[config.mk]
export PLATFORM = sky130hd
export DESIGN_NAME = ckp_clock_status_prescaler
export DESIGN_NICKNAME = d
export VERILOG_FILES = /design/src/core/ckp_pkg.sv /design/src/core/ckp_clock_status_prescaler.sv
export SDC_FILE = /design/constraint.sdc
export NUM_CORES = 1
export LEC_CHECK = 0
export ABC_AREA = 1
export BUFFER_PORTS_ARGS = -buffer_cell sky130_fd_sc_hd__clkbuf_2
export CORE_AREA = 5 5 75 128
export CTS_CLUSTER_SIZE = 10
export DETAILED_ROUTE_END_ITERATION = 10
export DIE_AREA = 0 0 80 133
export HOLD_SLACK_MARGIN = 0.06
export MAX_ROUTING_LAYER = met4
export PLACE_DENSITY = 0.74
export SLEW_MARGIN = 15
export SYNTH_ARGS = -nofsm -noshare
export SYNTH_HDL_FRONTEND = slang
export SYNTH_SLANG_ARGS = --single-unit
[constraint.sdc]
create_clock -name pclk -period 1.2 [get_ports pclk]
set_input_delay 0.12 -clock pclk [delete_from_list [all_inputs] [get_ports pclk]]
set_output_delay 0.12 -clock pclk [all_outputs]
set_load 0.03 [all_outputs]
[src/core/ckp_pkg.sv]
package ckp_pkg;

    // Register byte addresses.
    localparam logic [11:0] CKP_STATUS_OFF = 12'h034;
    localparam logic [11:0] CKP_SEL_A_OFF = 12'h038;
    localparam logic [11:0] CKP_SEL_B_OFF = 12'h03c;

    // Reset values.
    localparam logic [31:0] CKP_STATUS_RST = 32'h01000003;
    localparam logic [31:0] CKP_SEL_A_RST = 32'h00000000;
    localparam logic [31:0] CKP_SEL_B_RST = 32'h00000000;

    // Field positions (low bit of each field).
    localparam int CKP_SWST_LSB = 0;
    localparam int CKP_EXT_USE_LSB = 16;
    localparam int CKP_INT_USE_LSB = 24;
    localparam int CKP_MOTOR_LSB = 16;
    localparam int CKP_BT1_LSB = 14;
    localparam int CKP_BT0_LSB = 12;
    localparam int CKP_SPI1_LSB = 6;
    localparam int CKP_SPI0_LSB = 4;
    localparam int CKP_TW1_LSB = 2;
    localparam int CKP_TW0_LSB = 0;
    localparam int CKP_AON_LSB = 14;
    localparam int CKP_AFIO_LSB = 0;

    // Writable bits of each select register.
    localparam logic [31:0] CKP_SEL_A_MASK = 32'h0003f0ff;
    localparam logic [31:0] CKP_SEL_B_MASK = 32'h0000c003;

    // Clock switch status codes.
    localparam logic [2:0] CKP_SRC_HSE = 3'h2;
    localparam logic [2:0] CKP_SRC_HSI = 3'h3;
    localparam logic [2:0] CKP_SRC_LSE = 3'h6;
    localparam logic [2:0] CKP_SRC_LSI = 3'h7;

    // Number of divided clock outputs and divider width.
    localparam int CKP_NCLK = 9;
    localparam int CKP_CW = 5;

    // Divide exponents after reset: the always-on output starts at four, the rest undivided.
    localparam logic [CKP_NCLK*3-1:0] CKP_RATIO_RST = 27'h0400000;

    // Whole state of the block.
    typedef struct packed {
        logic [31:0] sel_a;
        logic [31:0] sel_b;
        logic [2:0] swst;
        logic [2:0] int_usage;
        logic hse_used;
        logic [CKP_CW-1:0] cnt;
        logic [CKP_NCLK*3-1:0] ratio;
        logic [CKP_NCLK-1:0] clk_en;
        logic [31:0] prdata;
        logic pready;
        logic pslverr;
    } ckp_state_t;

endpackage : ckp_pkg

[src/core/ckp_clock_status_prescaler.sv]
// Notes on behaviour
// - The 3-bit switch status reads 010 HSE, 011 HSI, 110 LSE, 111 LSI, 00x reserved.
// - The HSI usage field sets bit 0 when HSI is the system clock and bit 2 for the monitor.
// - The HSE usage field sets bit 0 when the crystal is the system clock.
// - Status fields are read-only and follow hardware continuously.
// - An ordinary select divides the bus clock by 1, 2, 4 or 8 for codes 00 to 11.
// - Motor timer, second and first basic timer selects sit at 17:16, 15:14, 13:12.
// - Second and first SPI selects sit at 7:6 and 5:4.
// - Second and first two-wire selects sit at 3:2 and 1:0.
// - The always-on register access select divides by 4, 8, 16 or 32.
// - The alternate-function I/O select at bits 1:0 of register b uses ordinary encoding.
`timescale 1ns/1ns
module ckp_clock_status_prescaler
    import ckp_pkg::*;
(
    input wire logic pclk,
    input wire logic presetn,
    input wire logic psel,
    input wire logic penable,
    input wire logic pwrite,
    input wire logic [11:0] paddr,
    input wire logic [31:0] pwdata,
    input wire logic [3:0] pstrb,
    output logic [31:0] prdata,
    output logic pready,
    output logic pslverr,
    input wire logic [2:0] clock_switch_select,
    input wire logic monitor_uses_hsi,
    output logic [CKP_NCLK-1:0] periph_clk_en
);

    ckp_state_t s_q;
    ckp_state_t s_d;
    logic [2:0] src_meta_q;
    logic [2:0] src_sync_q;
    logic mon_meta_q;
    logic mon_sync_q;

    // Maps a 2-bit select to a divide exponent; the always-on select adds two.
    function automatic logic [2:0] ckp_ratio(input logic [1:0] code, input logic aon);
        ckp_ratio = aon ? ({1'b0, code} + 3'h2) : {1'b0, code};
    endfunction : ckp_ratio

    // Applies byte strobes and the writable mask to a register.
    function automatic logic [31:0] ckp_write(input logic [31:0] old, input logic [31:0] wd,
                                              input logic [3:0] strb, input logic [31:0] mask);
        logic [31:0] m;
        m = {{8{strb[3]}}, {8{strb[2]}}, {8{strb[1]}}, {8{strb[0]}}} & mask;
        ckp_write = (old & ~m) | (wd & m);
    endfunction : ckp_write

    // Two-flop synchronisers for the clock-source inputs from the clock switch.
    always_ff @(posedge pclk or negedge presetn) begin
        if (!presetn) begin
            src_meta_q <= CKP_SRC_HSI;
            src_sync_q <= CKP_SRC_HSI;
            mon_meta_q <= 1'b0;
            mon_sync_q <= 1'b0;
        end else begin
            src_meta_q <= clock_switch_select;
            src_sync_q <= src_meta_q;
            mon_meta_q <= monitor_uses_hsi;
            mon_sync_q <= mon_meta_q;
        end
    end

    // Next-state logic: bus slave, status tracking and dividers.
    always_comb begin
        logic setup;
        logic access;
        logic [CKP_NCLK*2-1:0] codes;
        logic [CKP_NCLK-1:0] aon;
        logic [2:0] r;
        logic [CKP_CW-1:0] lim;
        setup = psel && !penable;
        access = psel && penable;
        codes = '0;
        aon = '0;
        r = '0;
        lim = '0;
        s_d = s_q;
        s_d.pready = setup;
        s_d.pslverr = 1'b0;
        // Status follows the synchronised switch state every cycle.
        s_d.swst = src_sync_q;
        s_d.int_usage = {mon_sync_q, 1'b0, (src_sync_q == CKP_SRC_HSI)};
        s_d.hse_used = (src_sync_q == CKP_SRC_HSE);
        // Read data is captured in the setup cycle and shown in the access cycle.
        if (setup) begin
            s_d.prdata = '0;
            s_d.pslverr = (paddr[1:0] != 2'h0);
            unique case (paddr)
                CKP_STATUS_OFF: begin
                    s_d.prdata[CKP_SWST_LSB +: 3] = s_q.swst;
                    s_d.prdata[CKP_EXT_USE_LSB] = s_q.hse_used;
                    s_d.prdata[CKP_INT_USE_LSB +: 3] = s_q.int_usage;
                    s_d.pslverr = pwrite;
                end
                CKP_SEL_A_OFF: s_d.prdata = s_q.sel_a;
                CKP_SEL_B_OFF: s_d.prdata = s_q.sel_b;
                default: s_d.pslverr = 1'b1;
            endcase
        end
        // Writes land on the access cycle; the status register ignores them.
        if (access && pwrite && s_q.pready) begin
            if (paddr == CKP_SEL_A_OFF) begin
                s_d.sel_a = ckp_write(s_q.sel_a, pwdata, pstrb, CKP_SEL_A_MASK);
            end
            if (paddr == CKP_SEL_B_OFF) begin
                s_d.sel_b = ckp_write(s_q.sel_b, pwdata, pstrb, CKP_SEL_B_MASK);
            end
        end
        // Gather the selects in output order.
        codes = {s_q.sel_b[CKP_AFIO_LSB +: 2], s_q.sel_b[CKP_AON_LSB +: 2],
                 s_q.sel_a[CKP_MOTOR_LSB +: 2], s_q.sel_a[CKP_BT1_LSB +: 2],
                 s_q.sel_a[CKP_BT0_LSB +: 2], s_q.sel_a[CKP_SPI1_LSB +: 2],
                 s_q.sel_a[CKP_SPI0_LSB +: 2], s_q.sel_a[CKP_TW1_LSB +: 2],
                 s_q.sel_a[CKP_TW0_LSB +: 2]};
        aon[7] = 1'b1;
        // Free-running counter; each output pulses once per 2**ratio cycles.
        s_d.cnt = s_q.cnt + {{(CKP_CW-1){1'b0}}, 1'b1};
        for (int i = 0; i < CKP_NCLK; i++) begin
            r = s_q.ratio[i*3 +: 3];
            lim = CKP_CW'((1 << r) - 1);
            s_d.clk_en[i] = ((s_q.cnt & lim) == lim);
            // Take the new ratio only at the edge closing the current period.
            if ((s_q.cnt & lim) == lim) begin
                s_d.ratio[i*3 +: 3] = ckp_ratio(codes[i*2 +: 2], aon[i]);
            end
        end
    end

    // State register.
    always_ff @(posedge pclk or negedge presetn) begin
        if (!presetn) begin
            s_q <= '{sel_a: CKP_SEL_A_RST, sel_b: CKP_SEL_B_RST,
                     swst: CKP_STATUS_RST[CKP_SWST_LSB +: 3],
                     int_usage: CKP_STATUS_RST[CKP_INT_USE_LSB +: 3],
                     hse_used: CKP_STATUS_RST[CKP_EXT_USE_LSB],
                     cnt: '0, ratio: CKP_RATIO_RST, clk_en: '0,
                     prdata: '0, pready: 1'b0, pslverr: 1'b0};
        end else begin
            s_q <= s_d;
        end
    end

    assign prdata = s_q.prdata;
    assign pready = s_q.pready;
    assign pslverr = s_q.pslverr;
    assign periph_clk_en = s_q.clk_en;

    // Switch status follows the synchronised select one cycle later.
    a_swst_follow: assert property (@(posedge pclk) disable iff (!presetn)
        1'b1 |=> (s_q.swst == $past(src_sync_q)))
        else $error("switch status lags its source");

    a_hsi_bit: assert property (@(posedge pclk) disable iff (!presetn)
        (src_sync_q == CKP_SRC_HSI) |=> s_q.int_usage[0] && !s_q.int_usage[1])
        else $error("internal fast usage bit not set");

    a_hse_bit: assert property (@(posedge pclk) disable iff (!presetn)
        (src_sync_q == CKP_SRC_HSE) |=> s_q.hse_used)
        else $error("external fast usage bit not set");

    a_status_ro: assert property (@(posedge pclk) disable iff (!presetn)
        (psel && !penable && pwrite && paddr == CKP_STATUS_OFF) |=> pslverr && pready)
        else $error("status write not refused");

    a_undiv_clk: assert property (@(posedge pclk) disable iff (!presetn)
        (s_q.ratio[2:0] == 3'h0) |=> s_q.clk_en[0])
        else $error("undivided clock enable missing");

    a_div8_gap: assert property (@(posedge pclk) disable iff (!presetn)
        (s_q.ratio[5:3] == 3'h3 && $stable(s_q.ratio[5:3]) && s_q.clk_en[1])
        |=> !s_q.clk_en[1] [*7])
        else $error("divide by eight spacing wrong");

    a_aon_min4: assert property (@(posedge pclk) disable iff (!presetn)
        s_q.clk_en[7] |=> !s_q.clk_en[7] [*3])
        else $error("always-on clock passed faster than four");

    a_sel_write: assert property (@(posedge pclk) disable iff (!presetn)
        (psel && penable && pwrite && pready && paddr == CKP_SEL_A_OFF && pstrb == 4'hf)
        |=> (s_q.sel_a == ($past(pwdata) & CKP_SEL_A_MASK)))
        else $error("select register write lost");

    a_ratio_hold: assert property (@(posedge pclk) disable iff (!presetn)
        ((s_q.cnt & 5'h1f) != 5'h1f && s_q.ratio[23:21] == 3'h5) |=> $stable(s_q.ratio[23:21]))
        else $error("ratio changed inside a period");

    // Bus handshake: one ready pulse per setup, none while idle.
    a_ready_setup: assert property (@(posedge pclk) disable iff (!presetn)
        (psel && !penable) |=> pready)
        else $error("no ready after setup");

    a_ready_pulse: assert property (@(posedge pclk) disable iff (!presetn)
        pready |=> !pready)
        else $error("ready stood longer than one cycle");

    a_ready_idle: assert property (@(posedge pclk) disable iff (!presetn)
        !psel |=> !pready && !pslverr)
        else $error("ready or error without a request");

    // Read data of each register.
    a_sel_a_read: assert property (@(posedge pclk) disable iff (!presetn)
        (psel && !penable && paddr == CKP_SEL_A_OFF) |=> (prdata == $past(s_q.sel_a)) && !pslverr)
        else $error("select a read data wrong");

    a_sel_b_read: assert property (@(posedge pclk) disable iff (!presetn)
        (psel && !penable && paddr == CKP_SEL_B_OFF) |=> (prdata == $past(s_q.sel_b)) && !pslverr)
        else $error("select b read data wrong");

    a_status_read: assert property (@(posedge pclk) disable iff (!presetn)
        (psel && !penable && !pwrite && paddr == CKP_STATUS_OFF)
        |=> !pslverr && (prdata[2:0] == $past(s_q.swst)))
        else $error("status read wrong");

    a_status_rsvd: assert property (@(posedge pclk) disable iff (!presetn)
        (psel && !penable && paddr == CKP_STATUS_OFF) |=> ((prdata & 32'hf8fefff8) == 32'h0))
        else $error("status reserved bits set");

    a_unmapped_err: assert property (@(posedge pclk) disable iff (!presetn)
        (psel && !penable && paddr != CKP_STATUS_OFF && paddr != CKP_SEL_A_OFF
         && paddr != CKP_SEL_B_OFF) |=> pslverr && (prdata == 32'h0))
        else $error("unmapped access not refused");

    // Select register contents only change through writes to the select registers.
    a_sel_b_write: assert property (@(posedge pclk) disable iff (!presetn)
        (psel && penable && pwrite && pready && paddr == CKP_SEL_B_OFF && pstrb == 4'hf)
        |=> (s_q.sel_b == ($past(pwdata) & CKP_SEL_B_MASK)))
        else $error("select b write lost");

    a_ro_nochange: assert property (@(posedge pclk) disable iff (!presetn)
        (psel && penable && pwrite && paddr == CKP_STATUS_OFF)
        |=> $stable(s_q.sel_a) && $stable(s_q.sel_b))
        else $error("status write changed a select");

    a_read_keep: assert property (@(posedge pclk) disable iff (!presetn)
        (psel && penable && !pwrite) |=> $stable(s_q.sel_a) && $stable(s_q.sel_b))
        else $error("read changed a select");

    a_sel_a_mask: assert property (@(posedge pclk) disable iff (!presetn)
        (s_q.sel_a & ~CKP_SEL_A_MASK) == 32'h0)
        else $error("select a reserved bit set");

    a_sel_b_mask: assert property (@(posedge pclk) disable iff (!presetn)
        (s_q.sel_b & ~CKP_SEL_B_MASK) == 32'h0)
        else $error("select b reserved bit set");

    // Status tracking.
    a_sync_delay: assert property (@(posedge pclk) disable iff (!presetn)
        1'b1 |=> (src_sync_q == $past(src_meta_q)))
        else $error("source synchroniser skipped a stage");

    a_hsi_clear: assert property (@(posedge pclk) disable iff (!presetn)
        (src_sync_q != CKP_SRC_HSI) |=> !s_q.int_usage[0])
        else $error("internal fast usage bit stuck");

    a_hse_clear: assert property (@(posedge pclk) disable iff (!presetn)
        (src_sync_q != CKP_SRC_HSE) |=> !s_q.hse_used)
        else $error("external fast usage bit stuck");

    a_mon_bit: assert property (@(posedge pclk) disable iff (!presetn)
        1'b1 |=> (s_q.int_usage[2] == $past(mon_sync_q)))
        else $error("monitor usage bit wrong");

    // Divider timing.
    a_cnt_step: assert property (@(posedge pclk) disable iff (!presetn)
        1'b1 |=> (s_q.cnt == $past(s_q.cnt) + 5'h1))
        else $error("divider counter skipped");

    a_div2_gap: assert property (@(posedge pclk) disable iff (!presetn)
        (s_q.ratio[2:0] == 3'h1 && $stable(s_q.ratio[2:0]) && s_q.clk_en[0]) |=> !s_q.clk_en[0])
        else $error("divide by two spacing wrong");

    a_div4_gap: assert property (@(posedge pclk) disable iff (!presetn)
        (s_q.ratio[8:6] == 3'h2 && $stable(s_q.ratio[8:6]) && s_q.clk_en[2])
        |=> !s_q.clk_en[2] [*3])
        else $error("divide by four spacing wrong");

    a_div8_period: assert property (@(posedge pclk) disable iff (!presetn)
        (s_q.ratio[5:3] == 3'h3 && $stable(s_q.ratio[5:3]) && s_q.clk_en[1]) |-> ##8 s_q.clk_en[1])
        else $error("divide by eight pulse missing");

    a_aon_period: assert property (@(posedge pclk) disable iff (!presetn)
        (s_q.ratio[23:21] == 3'h2 && $stable(s_q.ratio[23:21]) && s_q.clk_en[7])
        |-> ##4 s_q.clk_en[7])
        else $error("always-on divide by four pulse missing");

    a_aon_range: assert property (@(posedge pclk) disable iff (!presetn)
        s_q.ratio[23:21] >= 3'h2 && s_q.ratio[23:21] <= 3'h5)
        else $error("always-on ratio out of range");

    a_afio_undiv: assert property (@(posedge pclk) disable iff (!presetn)
        (s_q.ratio[26:24] == 3'h0) |=> s_q.clk_en[8])
        else $error("alternate-function undivided enable missing");

    a_afio_range: assert property (@(posedge pclk) disable iff (!presetn)
        s_q.ratio[26:24] <= 3'h3)
        else $error("alternate-function ratio out of range");

endmodule : ckp_clock_status_prescaler

==> out/qor.yml <==
seqPwrFrac_pct: 47.8
cp_num_buf_inv: 1
syn_area_per_cell_um2: 9.20
max-vdd-ir-drop_uv: 854
place_hpwl_um: 6050
dp_slack_ps: -113
synthDistinctLibCells: 29
setup_viol: 5
crit_path_start_kind: "flip-flop"
p_sw_share_pct: 22.2
powerDensity_mw_per_mm2: 1240
coreArea_mm2: 0.00856
first_pass_iters: 4
grt.busiest_layer: "met2"
grt_pass1_wl_um: 13300
drive_gt1_share_pct: 32.5
synth_area_leaders: "dfrtp_1, nand2_1, buf_4"
clock-sinks: 83
cp_cell_sequence: "nand2_2 -> buf_12 -> a21oi_2 -> o22ai_1 -> o21ai_0"
final_net_count: 548
grt-ovfl-total: 0
use_met2_pct: 28.6
antenna_found_initial: 0
grt_max_degree: 32
initial_core_util_pct: 42.7
critPathSlowestCell: "dfrtp_1"
use_met3_pct: 3.41
fmax_mhz: 816
path_class: "flip-flop to flip-flop"
finClkSkew_ps: 5.68
cts_buffers: 9
io_buffers: 64
cp.required_ps: 1400
via_count: 2885
finalHoldViolCount: 0
leakagePower_nw: 2.38
die_x_um: 80
ant_nets: 0
fin_ws_ps: -25.1
arrival_ps: 1420
num_io_pins: 100
grt_pass1_vias: 2995
vias_per_cell: 4.71
hp-class: "input pin to flip-flop"
grt_use_total_pct: 16.6
setup_tns_ps: -73.1
use_met1_pct: 17.1
fillers: 772
clock-root-buffer: "clkbuf_16"
endpoint_kind: "flip-flop"
crit_fanout: 9
gp_congestion: 0.805
regArea_mm2: 0.00209
netSwitchingPower_w: 0.00132
stdcell_area_mm2: 0.00479
maxCapViolations: 0
synth_area_leader_cell: "dfrtp_1"
async_flop_share_pct: 100
htree_levels: 3
combPwrFrac_pct: 5.8
fp.dieH_um: 133
cts_max_path_buffers: 2
synth-seq-cells: 83
cts_tree: "done"
synth-seq-area-share_pct: 57.1
post-route-util_pct: 55.9
maxSlewViolCount: 0
clk_latency_ps: 330
synth_edf_count: 0
grt_setup_unrepaired: "true"
crit_family: "compound AO/OA/AOI/OAI gates"
wl_um: 8270
wl_per_cell_um: 13.5
layout_min_cycle_time_ps: 1230
syn2layout_area_growth_pct: 31.0
drc: 0
synth-main-ff-cell: "dfrtp_1"
violations: "setup timing"
syn_area_mm2: 0.00365
die_area_mm2: 0.0106
period_share_pct: 102
multi_input_area_mm2: 0.00126
status: "finished with violations"
slowest_delay_ps: 410
yosysWarnings: 0
synthCells: 397
n_antenna_cell: 0
synth_top_area_share_pct: 51.4
clk_pin_slew_ps: 60
drtIter0Drc: 188
intPower_w: 0.00463
power.share.clock_pct: 46.4
dpl_cell_area_mm2: 0.00407
row_count: 45
-- per-stage QoR --
step / power [W] / hold slack, ps / cells
after detailed placement: 0.00319 / 87.1 / 572
after global routing: 0.00614 / 116 / 612
after global placement: 0.00318 / 81.3 / 572
after floorplan: 0.00306 / -176 / 412
after CTS: 0.00599 / 104 / 609
final: 0.00596 / 101 / 612
-- layer usage --
| layer | part of all wire, % | vias up |
|---|---|---|
| met4 | 4.3 | 0 |
| met2 | 56 | 79 |
| met1 | 36 | 1382 |
| met3 | 4.0 | 29 |
| met5 | 0 | - |
| li1 | - | 1395 |
-- layout make-up --
cell class	instances	area share, %
Sequential cell	83	43.6
Inverter	49	4.00
Clock buffer	11	5.07
Clock inverter	5	1.31
Tap cell	117	3.06
Timing Repair Buffer	112	16.4
Timing Repair inverter	1	0.105
Multi-Input combinational cell	234	26.4
-- power by group through the flow --
stage	sequential (W)	combinational [W]	clock, W
floorplan	0.00290	0.000159	0
global placement	0.00289	0.000285	0
detailed placement	0.00290	0.000291	0
CTS	0.00285	0.000343	0.00280
global route	0.00285	0.000381	0.00292
finish	0.00285	0.000344	0.00276
-- kinds of logic (layout without fill, tap and decap cells) --
| logic type | Yosys count | after routing | share of synthesized area (%) |
|---|---|---|---|
| other | 1 | 16 | 0.103 |
| adders and majority gates | 1 | 1 | 0.342 |
| AOI/OAI and AO/OA | 48 | 48 | 7.57 |
| buffers and inverters | 96 | 178 | 14.5 |
| xor gates and xnor gates | 3 | 3 | 0.719 |
| DFF | 83 | 83 | 57.1 |
| and+or+nand+nor | 165 | 166 | 19.7 |
-- synthesized netlist by cell type, types with 3 or more instances --
master     n
nand3_1   34
nor2_2     5
a21oi_1    8
o31ai_1    8
o21ai_0   19
dfrtp_1   75
o22ai_1   11
nand4_1    3
inv_1     45
dfstp_2    8
nor2_1    11
nand2_1  107
buf_4     42
-- final timing paths --
check / from / to / slack [ps] / depth (start not counted)
max: s_q[71] / s_q[56] / -30 / 5
max reg2reg: s_q[71] / s_q[56] / -30 / 5
min in group asynchronous: presetn / prdata[3] / 270 / 2
min: pstrb[2] / flip-flop / 100 / 3
max in group asynchronous: presetn / s_q[65] / 370 / 3
min reg2reg: mon_sync_q / s_q[78] / 350 / 0
-- worst reg2reg max path: cells and delay by family (launching register included) --
family | cells | cell delay (ps)
compound gates | 3 | 440
flops | 1 | 410
buf+inv | 1 | 150
simple gates | 1 | 100
-- layout by cell type, fill, tap and decap left out, drive strengths merged, types with 11 or more instances in the layout --
| cell | instances |
|---|---|
| nand2 | 109 |
| dfrtp | 75 |
| clkbuf | 74 |
| inv | 47 |
| nand3 | 34 |
| buf | 30 |
| o21ai | 20 |
| dlygate4sd3 | 19 |
| nor2 | 19 |
| conb | 16 |
| o22ai | 11 |
-- repair_timing --
action / CTS / global route
endpoints found under the setup margin: 29 / 39
endpoints found under the hold margin: 49 / 0
pin swaps: 3 / 7
gates resized for setup: 19 / 30
buffers inserted: 1 / 2
gates cloned: 1 / 1
hold buffers: 19 / 0
(Power assumes the default switching activity.)
